[src/core/rtc_calendar_alarm_consts.vh]
// Offsets, field layouts, masks and reset values of the calendar/alarm block
`ifndef RTC_CALENDAR_ALARM_CONSTS_VH
`define RTC_CALENDAR_ALARM_CONSTS_VH

// Register indices on the plain register port
`define ADDR_FORMAT_CTRL 4'h0
`define ADDR_ALARM_STATUS 4'h1
`define ADDR_DAY_OF_MONTH 4'h2
`define ADDR_MONTH 4'h3
`define ADDR_YEAR 4'h4
`define ADDR_ALARM_MINUTE 4'h5
`define ADDR_ALARM_HOUR 4'h6

// Format control and status bits
`define FMT_BCD_BIT 0
`define STAT_FLAG_BIT 0
`define STAT_MATCH_BIT 1

// Alarm enable flag position in both alarm registers
`define ALARM_ENABLE_BIT 7

// Writable/readable bits per register, binary form
`define DAY_MASK_BIN 8'h1f
`define MONTH_MASK_BIN 8'h0f
`define YEAR_MASK_BIN 16'h0fff
`define AMIN_MASK_BIN 8'hbf
`define AHOUR_MASK_BIN 8'h9f

// Writable/readable bits per register, BCD form
`define DAY_MASK_BCD 8'h3f
`define MONTH_MASK_BCD 8'h1f
`define YEAR_MASK_BCD 16'h7fff
`define AMIN_MASK_BCD 8'hff
`define AHOUR_MASK_BCD 8'hbf

// Compared value bits of the alarms (enable flag excluded)
`define AMIN_CMP_BIN 8'h3f
`define AMIN_CMP_BCD 8'h7f
`define AHOUR_CMP_BIN 8'h1f
`define AHOUR_CMP_BCD 8'h3f

// Reset values of storage
`define RESET_BYTE 8'h00
`define RESET_WORD 16'h0000

`endif

[src/core/rtc_calendar_alarm_regs.v]
// Calendar day/month/year and minute/hour alarm registers with alarm match
//
// Local design decisions: strobed register access and the register offsets.
`timescale 1ns/100ps
`default_nettype none
`include "rtc_calendar_alarm_consts.vh"

// Summary of operation
// - BCD day-of-month: tens in bits 5-4, units in 3-0, bits 7-6 read 0.
// - Binary month: value in bits 3-0, bits 7-4 always read 0.
// - BCD month: tens in bit 4, units in bits 3-0, bits 7-5 read 0.
// - Binary year: 12-bit value in bits 11-0, bits 15-12 read 0.
// - BCD year: century digits in bits 14-12 and 11-8, bit 15 reads 0.
// - BCD year: decade in bits 7-4 and lowest digit in bits 3-0.
// - Binary minute alarm: enable bit 7, minute 5-0, bit 6 reads 0.
// - Each alarm has its own enable; 0 disables, 1 enables its compare.
// - BCD minute alarm: enable bit 7, tens 6-4, units 3-0, none reserved.
// - Binary hour alarm: enable bit 7, hour 4-0, bits 6-5 read 0.
// - BCD hour alarm: enable bit 7, tens 5-4, units 3-0, bit 6 reads 0.
module rtc_calendar_alarm_regs #(
   parameter ADDR_WIDTH = 4,
   parameter DATA_WIDTH = 16
) (
   // Clock and reset
   input wire clk,
   input wire nrst,
   // Register port
   input wire [ADDR_WIDTH-1:0] reg_addr,
   input wire [DATA_WIDTH-1:0] reg_wdata,
   input wire reg_write,
   input wire reg_read,
   output reg [DATA_WIDTH-1:0] reg_rdata,
   // Current time from the counting engine, same clock
   input wire [7:0] current_minute,
   input wire [7:0] current_hour,
   // Calendar values and format towards the counting engine
   output reg [7:0] calendar_day_of_month_reg,
   output reg [7:0] calendar_month_reg,
   output reg [15:0] calendar_year_reg,
   output reg bcd_mode,
   // Alarm
   output reg alarm_event,
   output reg alarm_flag
);

   ////////////////////////////////////////////////////////////////////////
   // Storage and decode

   reg [7:0] alarm_minute_reg;
   reg [7:0] alarm_hour_reg;
   reg match_prev;

   wire [3:0] addr_low;
   wire wr_fmt;
   wire wr_stat;
   wire wr_day;
   wire wr_mon;
   wire wr_year;
   wire wr_amin;
   wire wr_ahour;

   // Only the low four index bits decode, so upper bits alias
   assign addr_low = reg_addr[3:0];
   assign wr_fmt = reg_write && (addr_low == `ADDR_FORMAT_CTRL);
   assign wr_stat = reg_write && (addr_low == `ADDR_ALARM_STATUS);
   assign wr_day = reg_write && (addr_low == `ADDR_DAY_OF_MONTH);
   assign wr_mon = reg_write && (addr_low == `ADDR_MONTH);
   assign wr_year = reg_write && (addr_low == `ADDR_YEAR);
   assign wr_amin = reg_write && (addr_low == `ADDR_ALARM_MINUTE);
   assign wr_ahour = reg_write && (addr_low == `ADDR_ALARM_HOUR);

   ////////////////////////////////////////////////////////////////////////
   // Layout masks chosen by the format bit

   reg [7:0] day_mask;
   reg [7:0] mon_mask;
   reg [15:0] year_mask;
   reg [7:0] amin_mask;
   reg [7:0] ahour_mask;
   reg [7:0] amin_cmp;
   reg [7:0] ahour_cmp;

   // Storage is shared; the visible layout and the alarm compare widths change with the mode
   always @* begin
      if (bcd_mode) begin
         day_mask = `DAY_MASK_BCD;
      end else begin
         day_mask = `DAY_MASK_BIN;
      end
   end

   always @* begin
      if (bcd_mode) begin
         mon_mask = `MONTH_MASK_BCD;
      end else begin
         mon_mask = `MONTH_MASK_BIN;
      end
   end

   // Year layout
   always @* begin
      if (bcd_mode) begin
         year_mask = `YEAR_MASK_BCD;
      end else begin
         year_mask = `YEAR_MASK_BIN;
      end
   end

   // Alarm layouts
   always @* begin
      if (bcd_mode) begin
         amin_mask = `AMIN_MASK_BCD;
      end else begin
         amin_mask = `AMIN_MASK_BIN;
      end
   end

   always @* begin
      if (bcd_mode) begin
         ahour_mask = `AHOUR_MASK_BCD;
      end else begin
         ahour_mask = `AHOUR_MASK_BIN;
      end
   end

   // Compare widths leave the enable flag out
   always @* begin
      if (bcd_mode) begin
         amin_cmp = `AMIN_CMP_BCD;
      end else begin
         amin_cmp = `AMIN_CMP_BIN;
      end
   end

   always @* begin
      if (bcd_mode) begin
         ahour_cmp = `AHOUR_CMP_BCD;
      end else begin
         ahour_cmp = `AHOUR_CMP_BIN;
      end
   end

   ////////////////////////////////////////////////////////////////////////
   // Register writes

   // Bits that read zero in the current layout are also not stored by a write
   // Format select
   always @(posedge clk) begin
      if (!nrst) begin
         bcd_mode <= 1'b0;
      end else if (wr_fmt) begin
         bcd_mode <= reg_wdata[`FMT_BCD_BIT];
      end
   end

   // Day of month
   always @(posedge clk) begin
      if (!nrst) begin
         calendar_day_of_month_reg <= `RESET_BYTE;
      end else if (wr_day) begin
         calendar_day_of_month_reg <= reg_wdata[7:0] & day_mask;
      end
   end

   // Month
   always @(posedge clk) begin
      if (!nrst) begin
         calendar_month_reg <= `RESET_BYTE;
      end else if (wr_mon) begin
         calendar_month_reg <= reg_wdata[7:0] & mon_mask;
      end
   end

   // Year
   always @(posedge clk) begin
      if (!nrst) begin
         calendar_year_reg <= `RESET_WORD;
      end else if (wr_year) begin
         calendar_year_reg <= reg_wdata[15:0] & year_mask;
      end
   end

   // Minute alarm
   always @(posedge clk) begin
      if (!nrst) begin
         alarm_minute_reg <= `RESET_BYTE;
      end else if (wr_amin) begin
         alarm_minute_reg <= reg_wdata[7:0] & amin_mask;
      end
   end

   // Hour alarm
   always @(posedge clk) begin
      if (!nrst) begin
         alarm_hour_reg <= `RESET_BYTE;
      end else if (wr_ahour) begin
         alarm_hour_reg <= reg_wdata[7:0] & ahour_mask;
      end
   end

   ////////////////////////////////////////////////////////////////////////
   // Alarm match

   wire amin_enable;
   wire ahour_enable;
   wire min_equal;
   wire hour_equal;
   wire match_now;
   wire any_enable;
   wire min_ok;
   wire hour_ok;

   // Current values arrive on this clock, so they need no synchroniser
   assign amin_enable = alarm_minute_reg[`ALARM_ENABLE_BIT];
   assign ahour_enable = alarm_hour_reg[`ALARM_ENABLE_BIT];
   assign min_equal = ((alarm_minute_reg & amin_cmp) ==
                       (current_minute & amin_cmp));
   assign hour_equal = ((alarm_hour_reg & ahour_cmp) ==
                        (current_hour & ahour_cmp));
   // With no enable set there is no alarm at all
   assign any_enable = amin_enable || ahour_enable;
   assign min_ok = !amin_enable || min_equal;
   assign hour_ok = !ahour_enable || hour_equal;
   assign match_now = any_enable && min_ok && hour_ok;

   // Event on the entry into a match, so a match lasting a minute fires once
   always @(posedge clk) begin
      if (!nrst) begin
         match_prev <= 1'b0;
      end else begin
         match_prev <= match_now;
      end
   end

   always @(posedge clk) begin
      if (!nrst) begin
         alarm_event <= 1'b0;
      end else begin
         alarm_event <= match_now && !match_prev;
      end
   end

   // A new match beats a clear written in the same cycle
   always @(posedge clk) begin
      if (!nrst) begin
         alarm_flag <= 1'b0;
      end else if (match_now && !match_prev) begin
         alarm_flag <= 1'b1;
      end else if (wr_stat && reg_wdata[`STAT_FLAG_BIT]) begin
         alarm_flag <= 1'b0;
      end
   end

   ////////////////////////////////////////////////////////////////////////
   // Register reads, data one cycle after the strobe

   reg [DATA_WIDTH-1:0] read_mux;

   always @* begin
      read_mux = {DATA_WIDTH{1'b0}};
      // Unmapped indices fall through to zero
      case (addr_low)
         `ADDR_FORMAT_CTRL: begin
            read_mux[`FMT_BCD_BIT] = bcd_mode;
         end
         `ADDR_ALARM_STATUS: begin
            read_mux[`STAT_FLAG_BIT] = alarm_flag;
            read_mux[`STAT_MATCH_BIT] = match_now;
         end
         `ADDR_DAY_OF_MONTH: begin
            read_mux[7:0] = calendar_day_of_month_reg & day_mask;
         end
         `ADDR_MONTH: begin
            read_mux[7:0] = calendar_month_reg & mon_mask;
         end
         `ADDR_YEAR: begin
            read_mux[15:0] = calendar_year_reg & year_mask;
         end
         `ADDR_ALARM_MINUTE: begin
            read_mux[7:0] = alarm_minute_reg & amin_mask;
         end
         `ADDR_ALARM_HOUR: begin
            read_mux[7:0] = alarm_hour_reg & ahour_mask;
         end
         default: begin
            read_mux = {DATA_WIDTH{1'b0}};
         end
      endcase
   end

   // Read data only stand in the cycle after the strobe, zero otherwise
   always @(posedge clk) begin
      if (!nrst) begin
         reg_rdata <= {DATA_WIDTH{1'b0}};
      end else if (reg_read) begin
         reg_rdata <= read_mux;
      end else begin
         reg_rdata <= {DATA_WIDTH{1'b0}};
      end
   end

endmodule // rtc_calendar_alarm_regs
`default_nettype wire

[config.mk]
export PLATFORM = sky130hd
export DESIGN_NAME = rtc_calendar_alarm_regs
export DESIGN_NICKNAME = d
export VERILOG_FILES = /design/src/core/rtc_calendar_alarm_regs.v
export VERILOG_INCLUDE_DIRS = /design/src /design/src/core
export SDC_FILE = /design/constraint.sdc
export NUM_CORES = 1
export LEC_CHECK = 0
export BUFFER_PORTS_ARGS = -buffer_cell sky130_fd_sc_hd__buf_2
export CORE_MARGIN = 3
export CORE_UTILIZATION = 38
export DETAILED_ROUTE_END_ITERATION = 8
export PLACE_DENSITY = 0.61
export SLEW_MARGIN = 10
export SYNTH_ARGS = -nofsm -noshare
export SYNTH_HDL_FRONTEND = slang
export SYNTH_SLANG_ARGS = --single-unit
[constraint.sdc]
create_clock -name clk -period 2.5 [get_ports clk]
set_input_delay 0.125 -clock clk [delete_from_list [all_inputs] [get_ports clk]]
set_output_delay 0.125 -clock clk [all_outputs]
set_load 0.05 [all_outputs]
==> results of run 1 <==
-- cell usage after synthesis (3+ instances only) --
cell      count  area share, %
buf_2         7            1.3
a21boi_2     10            4.1
dfxtp_1      60             44
and2_1        5            1.1
clkbuf_1     11            1.5
nand2_1      65            8.9
nor2_1        4           0.55
and3_1        4           0.91
a31oi_1       3           0.69
nand4_1       5            1.1
mux2i_1       3            1.1
xor2_1       13            4.2
a21boi_1      3           0.82
a21oi_1       3           0.55
nand3_1      27            4.9
a22oi_1       6            1.6
a21boi_0     29            7.9
nor2b_1       4           0.91
buf_4         7            1.9
-- layer usage --
layer  wire length (um)  track usage (%)  part of all wire (%)  vias to the layer above
li1                   -                -                     -                     1202
met1               3370             23.9                    47                     1111
met2               3170             26.7                    44                       91
met3                500             6.50                   6.9                       12
met4                188             6.78                   2.6                        0
met5                  0                0                     0                        -
-- power groups by stage --
| stage | clock network [W] | logic [W] | registers [W] |
|---|---|---|---|
| 2_1_floorplan | 0 | 0.000109 | 0.00101 |
| 3_3_place_gp | 0 | 0.000180 | 0.000992 |
| 3_5_place_dp | 0 | 0.000180 | 0.000992 |
| 4_1_cts | 0.000849 | 0.000181 | 0.000970 |
| 5_1_grt | 0.000889 | 0.000195 | 0.000971 |
| 6_report | 0.000833 | 0.000181 | 0.000970 |
-- cells by family after synthesis --
kind of cell	share of synthesized area, %
other cells	0.137
mux	1.51
compound gates	20.2
buf+inv	6.53
xor+xnor	4.16
flops	43.8
simple gates	23.7
-- final timing paths --
path / to / from
worst min register to register: calendar_year_reg[13]$_SDFFE_PN0P_ / calendar_year_reg[13]$_SDFFE_PN0P_
worst max-delay path: alarm_flag$_SDFFE_PN0P_ / bcd_mode$_SDFFE_PN0P_
worst max register to register: alarm_flag$_SDFFE_PN0P_ / bcd_mode$_SDFFE_PN0P_
worst min-delay path: calendar_year_reg[11]$_SDFFE_PN0P_ / reg_wdata[11]
-- cell type report --
type	count	area (um^2)	area share (%)
timing repair buffer	88	463	13.8
multi-input combinational	222	1380	41.2
sequential	60	1200	35.8
inverter	1	3.75	0.112
clock inverter	6	55.1	1.64
tap	96	120	3.58
clock buffer	10	128	3.81
-- critical path: stages (launching register included) --
cell and delay, ps:
dfxtp_1 730, a211oi_1 200, a21boi_0 540, o31ai_1 130
-- per-stage QoR --
step                      utilization, %  hold slack (ps)
after CTS                           48.6             20.0
after floorplan                        -              270
final                               48.6             34.3
after detailed placement            45.9              379
after global placement              45.9              378
after global routing                48.6             18.4
==> run metrics, run 1 <==
DR pass1 iterations 4; cells after synthesis 306; Pins Over Slew Limit 0; drt initial violations 115; internal power 0.00147 W; worst relative slew slack 54.5%; Fmax 577 MHz; pwr dens 592 mW/mm^2; Wirelength per Cell 15.0 um; total setup buffers inserted after CTS 0; Synth Area per Inst 8.95 um^2; number of cell rows 30; final instance area 0.00335 mm^2; via count 2416; RSZ-0062 raised after global routing no; Top FF cell, synth dfxtp_1; Post-Route Skew 7.82 ps; flops & latches, synth 60; Clk pwr share 42.0%; switching pwr 0.000510 W; crit end category flop; Final WS setup 768 ps; Final period util 69.3%; Initial Util 39.7%; Setup CP Type reg -> reg; Final Instance Count excl. Fillers 483; total power 0.00198 W; via/cell ratio 5.00; cts repair resizes 0; P&R area growth vs syn 22.4%; switching fraction of total power 25.7%; Total Routing Usage GR 18.0%; Final ANT Viol Nets 0; Worst Path Required 2700 ps; maximum clock path buffer count 2; CTS tree built; PortBufs 79; worst min path class in -> reg; status finished, final reports clean; ant diodes 0; Combinational Power Share 9.1%; share of cells above drive strength 1 30.5%; ys async rst share 0%; max-cap viol count 0; EDFF count, synth 0; hold_buf cts 0; GPL Wtd Cong 0.806; global-route wire length before repair 11900 um; clk_lat worst skew 340 ps; CP Launch Type flop; post-synth cell types 47; peak supply drop 0.425 mV; Mapped Area 0.00274 mm^2; Layout fillers 706; Die ar. 0.00827 mm^2; TritonCTS buffer count 9; dpl cell area 0.00317 mm^2; Root Driver clkbuf_8; Worst R2R Setup Slack 770 ps; Hold Violations, Final 0; Worst-path clk slew 60 ps; Synth Warn # 0; Max FO, Critical Path 18; Sink Count 60; sequential share of power 48.9%; gr ovfl total 0; I/O pin cnt 91; commonest non-fill, non-tap cell in the layout buf_2; htree depth 3; initial antenna violation count 0; HPWL Detailed 5130 um; Worst Tran Pin Value 678 ps; Final nets 422; hold depth 3; height of the die 90.9 um; depth of the worst register-to-register path 3; Die Width 90.9 um; vias in the first global route 2332; Leak Pwr 1.41 nW; post-layout min period 1730 ps; Seq/Total Area, Yosys 43.8%; WP data arrival 1930 ps; commonest non-fill, non-tap cells in the layout buf_2, nand2_1, dfxtp_1; post-route setup TNS 0 ps; core area 0.00691 mm^2; post-place setup slack 818 ps; Final Setup Violations 0; WL final 7240 um; drt drc 0; pin count of the biggest net entering global routing 47; Inst Count DP 467
Note: power is estimated with default switching activity, not from simulation.
==> run 2: changes to the inputs <==
--- a/config.mk
+++ b/config.mk
@@ -6,11 +6,12 @@
 export SDC_FILE = /design/constraint.sdc
 export NUM_CORES = 1
 export LEC_CHECK = 0
+export ABC_AREA = 1
 export BUFFER_PORTS_ARGS = -buffer_cell sky130_fd_sc_hd__buf_2
 export CORE_MARGIN = 3
 export CORE_UTILIZATION = 38
 export DETAILED_ROUTE_END_ITERATION = 8
-export PLACE_DENSITY = 0.61
+export PLACE_DENSITY = 0.64
 export SLEW_MARGIN = 10
 export SYNTH_ARGS = -nofsm -noshare
 export SYNTH_HDL_FRONTEND = slang
==> constraint.sdc (replaced) <==
create_clock -name clk -period 1.5 [get_ports clk]
set_input_delay 0.075 -clock clk [delete_from_list [all_inputs] [get_ports clk]]
set_output_delay 0.075 -clock clk [all_outputs]
set_load 0.05 [all_outputs]
==> run 2 against run 1 <==
Hold slack got worse by 21 ps. Synthesized cell count rose by 14%. Register-to-register slack got worse by 470 ps. Total power rose by 70%. Sequential cell count did not move. Non-clock buffer count fell by 2. Cell count rose by 6.6%. Area after synthesis fell by 4.2%. Via count rose by 1.5%. Critical path type is now reg -> out. Largest power group unchanged.
==> run metrics, run 2 <==
core area 0.00653 mm^2 (-5.4%); share of cells above drive strength 1 26.7% (-3.8 points); PortBufs 79 (unchanged); met1 Use GR 24.3% (+0.40 points); P&R area growth vs syn 23.0%; Synth Area per Inst 7.52 um^2 (-16%); Leak Pwr 1.48 nW (+5.4%); CTS tree built; Reg area 0.00120 mm^2 (unchanged); clk_lat worst skew 340 ps (about the same); Top FF cell, synth dfxtp_1; depth of the worst register-to-register path 8 (+5); Worst R2R Setup Slack 300 ps (-470 ps); Worst-path clk slew 70 ps (about the same); TritonCTS buffer count 9 (unchanged); ant diodes 0 (unchanged); Synth Warn # 0 (unchanged); met3 usage 4.33% (-2.2 points); maximum clock path buffer count 2 (unchanged); GPL Wtd Cong 0.871 (+8.0%); Final ANT Viol Nets 0 (unchanged); cells after synthesis 349 (+14%); area share of the largest cell type after synthesis 45.8% (+1.9 points); dpl cell area 0.00304 mm^2 (-4.3%); GRT Max-Usage Layer met2; ys async rst share 0% (unchanged); gr ovfl total 0 (unchanged); Total Routing Usage GR 18.1% (+0.047 points); post-synth cell types 27 (-43%); drt initial violations 144 (+25%); cts repair resizes 0 (unchanged); Post-Route Skew 6.12 ps (-1.70 ps); crit end category output pin; Max FO, Critical Path 7 (-11); pin count of the biggest net entering global routing 29 (-38%); via count 2453 (+1.5%); via/cell ratio 4.76 (-4.8%); Setup CP Type reg -> out; M2 GR Usage 27.4% (+0.71 points); Wirelength per Cell 13.5 um (-9.8%); WHS Endpoint calendar_year_reg[11]$_SDFFE_PN0P_; Root Driver clkbuf_8; final instance area 0.00323 mm^2 (-3.7%); total power 0.00337 W (+70%); fin util 49.4% (+0.89 points); Die ar. 0.00794 mm^2 (-3.9%); R2R Path Start alarm_hour_reg[3]$_SDFFE_PN0P_; I/O pin cnt 91 (unchanged); Worst Path Required 1420 ps (-1280 ps); initial antenna violation count 0 (unchanged); commonest non-fill, non-tap cells in the layout buf_2, dfxtp_1, inv_1; Fmax 785 MHz; Final nets 473 (+12%); post-layout min period 1270 ps; WP data arrival 1200 ps (-730 ps); htree depth 3 (unchanged); DR pass1 iterations 4 (unchanged); worst relative slew slack 62.0% (+7.5 points); worst-case hold slack 13.0 ps (-21.4 ps); status finished, final reports clean; RSZ-0062 raised after global routing no; height of the die 89.1 um (-2.0%); Hold Violations, Final 0 (unchanged); EDFF count, synth 0 (unchanged); worst min path class in -> reg; drt drc 0 (unchanged); Worst Tran Pin Value 569 ps (-108 ps); post-synth top area cell dfxtp_1; Seq/Total Area, Yosys 45.8% (+1.9 points); Pins Over Slew Limit 0 (unchanged); flops & latches, synth 60 (unchanged); top-count cell post-synth dfxtp_1; Sink Count 60 (unchanged); peak supply drop 0.369 mV (-13%); HPWL Detailed 5240 um (+2.3%); Area contributors post-synth dfxtp_1, a21oi_1, inv_1; commonest non-fill, non-tap cell in the layout buf_2; Die Width 89.1 um (-2.0%); Mapped Area 0.00263 mm^2 (-4.2%); max-cap viol count 0 (unchanged); synth cell count leaders dfxtp_1, inv_1, a21oi_1; area of the multi-input gates 0.00107 mm^2 (-23%); pwr dens 1040 mW/mm^2 (+76%); CP Launch Type flop; reg2reg end alarm_flag$_SDFFE_PN0P_; hold depth 3 (unchanged); Layout fillers 678 (-4.0%); global-route wire length before repair 10600 um (-11%); Final period util 85.0%; Final Setup Violations 0 (unchanged); Initial Util 40.2% (+0.52 points); number of cell rows 29 (-3.3%); post-route setup TNS 0 ps (unchanged); vias in the first global route 2171 (-6.9%); WL final 6960 um (-3.8%); hold_sp reg_wdata[11]
run 2: cell types whose count changed after synthesis, moves of 8 or more:
cell,previous run,this run
inv_1,1,55
a21oi_1,3,49
o21ai_0,1,34
a21boi_0,29,0
nor2_1,4,28
nand2_1,65,44
a21boi_2,10,0
nand3_1,27,17
xor2_1,13,5
run 2: power by group:
| part | internal [W] | leakage (nW) | switching, W |
|---|---|---|---|
| clock | 0.000759 | 0.0931 | 0.000633 |
| sequential | 0.00162 | 0.485 | 0.0000143 |
| combinational | 0.0000952 | 0.905 | 0.000250 |
| total | 0.00247 | 1.48 | 0.000897 |
run 2: worst max-delay path: stages, from the launching register on:
cell and delay [ps]:
dfxtp_1 420, buf_4 180, buf_2 260
run 2: per-stage QoR:
stage,setup slack (ps),cells
after floorplan,26.5,355
after global placement,222,498
after detailed placement,182,498
after CTS,211,515
after global routing,64.0,515
final,225,515
run 2: what timing repair did:
action / CTS / global route
setup buffers: 0 / 0
endpoints found under the hold margin: 1 / 0
setup endpoints to repair: 0 / 0
hold buffers: 1 / 0
run 2: kinds of logic after synthesis:
logic type,Yosys count,share of synthesized area (%)
AOI/OAI and AO/OA,101,20.6
xor gates and xnor gates,5,1.67
buffers and inverters,79,14.3
DFF,60,45.8
other,1,0.143
and+or+nand+nor,103,17.5
run 2: cell type report:
| type | instances | share of cell area [%] |
|---|---|---|
| sequential | 60 | 37.2 |
| multi-input combinational | 216 | 33.2 |
| timing repair buffer | 86 | 13.9 |
| inverter | 60 | 7.01 |
| clock buffer | 11 | 4.07 |
| tap | 77 | 2.98 |
| clock inverter | 5 | 1.63 |
run 2: metal layers:
metal	wire length (um)	part of all wire [%]	vias up
met3	366	5.3	10
met4	105	1.5	0
met5	0	0	-
met2	3160	45	72
li1	-	-	1275
met1	3330	48	1096
run 2: worst max-delay path by stage:
stage / from / to / slack [ps] / depth (start not counted)
floorplan: bcd_mode$_SDFFE_PN0P_ / calendar_year_reg[12]$_SDFFE_PN0P_ / 30 / 4
global placement: reg_addr[1] / calendar_year_reg[4]$_SDFFE_PN0P_ / 220 / 7
detailed placement: reg_addr[1] / calendar_year_reg[9]$_SDFFE_PN0P_ / 180 / 7
CTS: bcd_mode$_SDFFE_PN0P_ / bcd_mode / 210 / 2
global route: alarm_minute_reg[6]$_SDFFE_PN0P_ / alarm_flag$_SDFFE_PN0P_ / 60 / 8
finish: bcd_mode$_SDFFE_PN0P_ / bcd_mode / 230 / 2
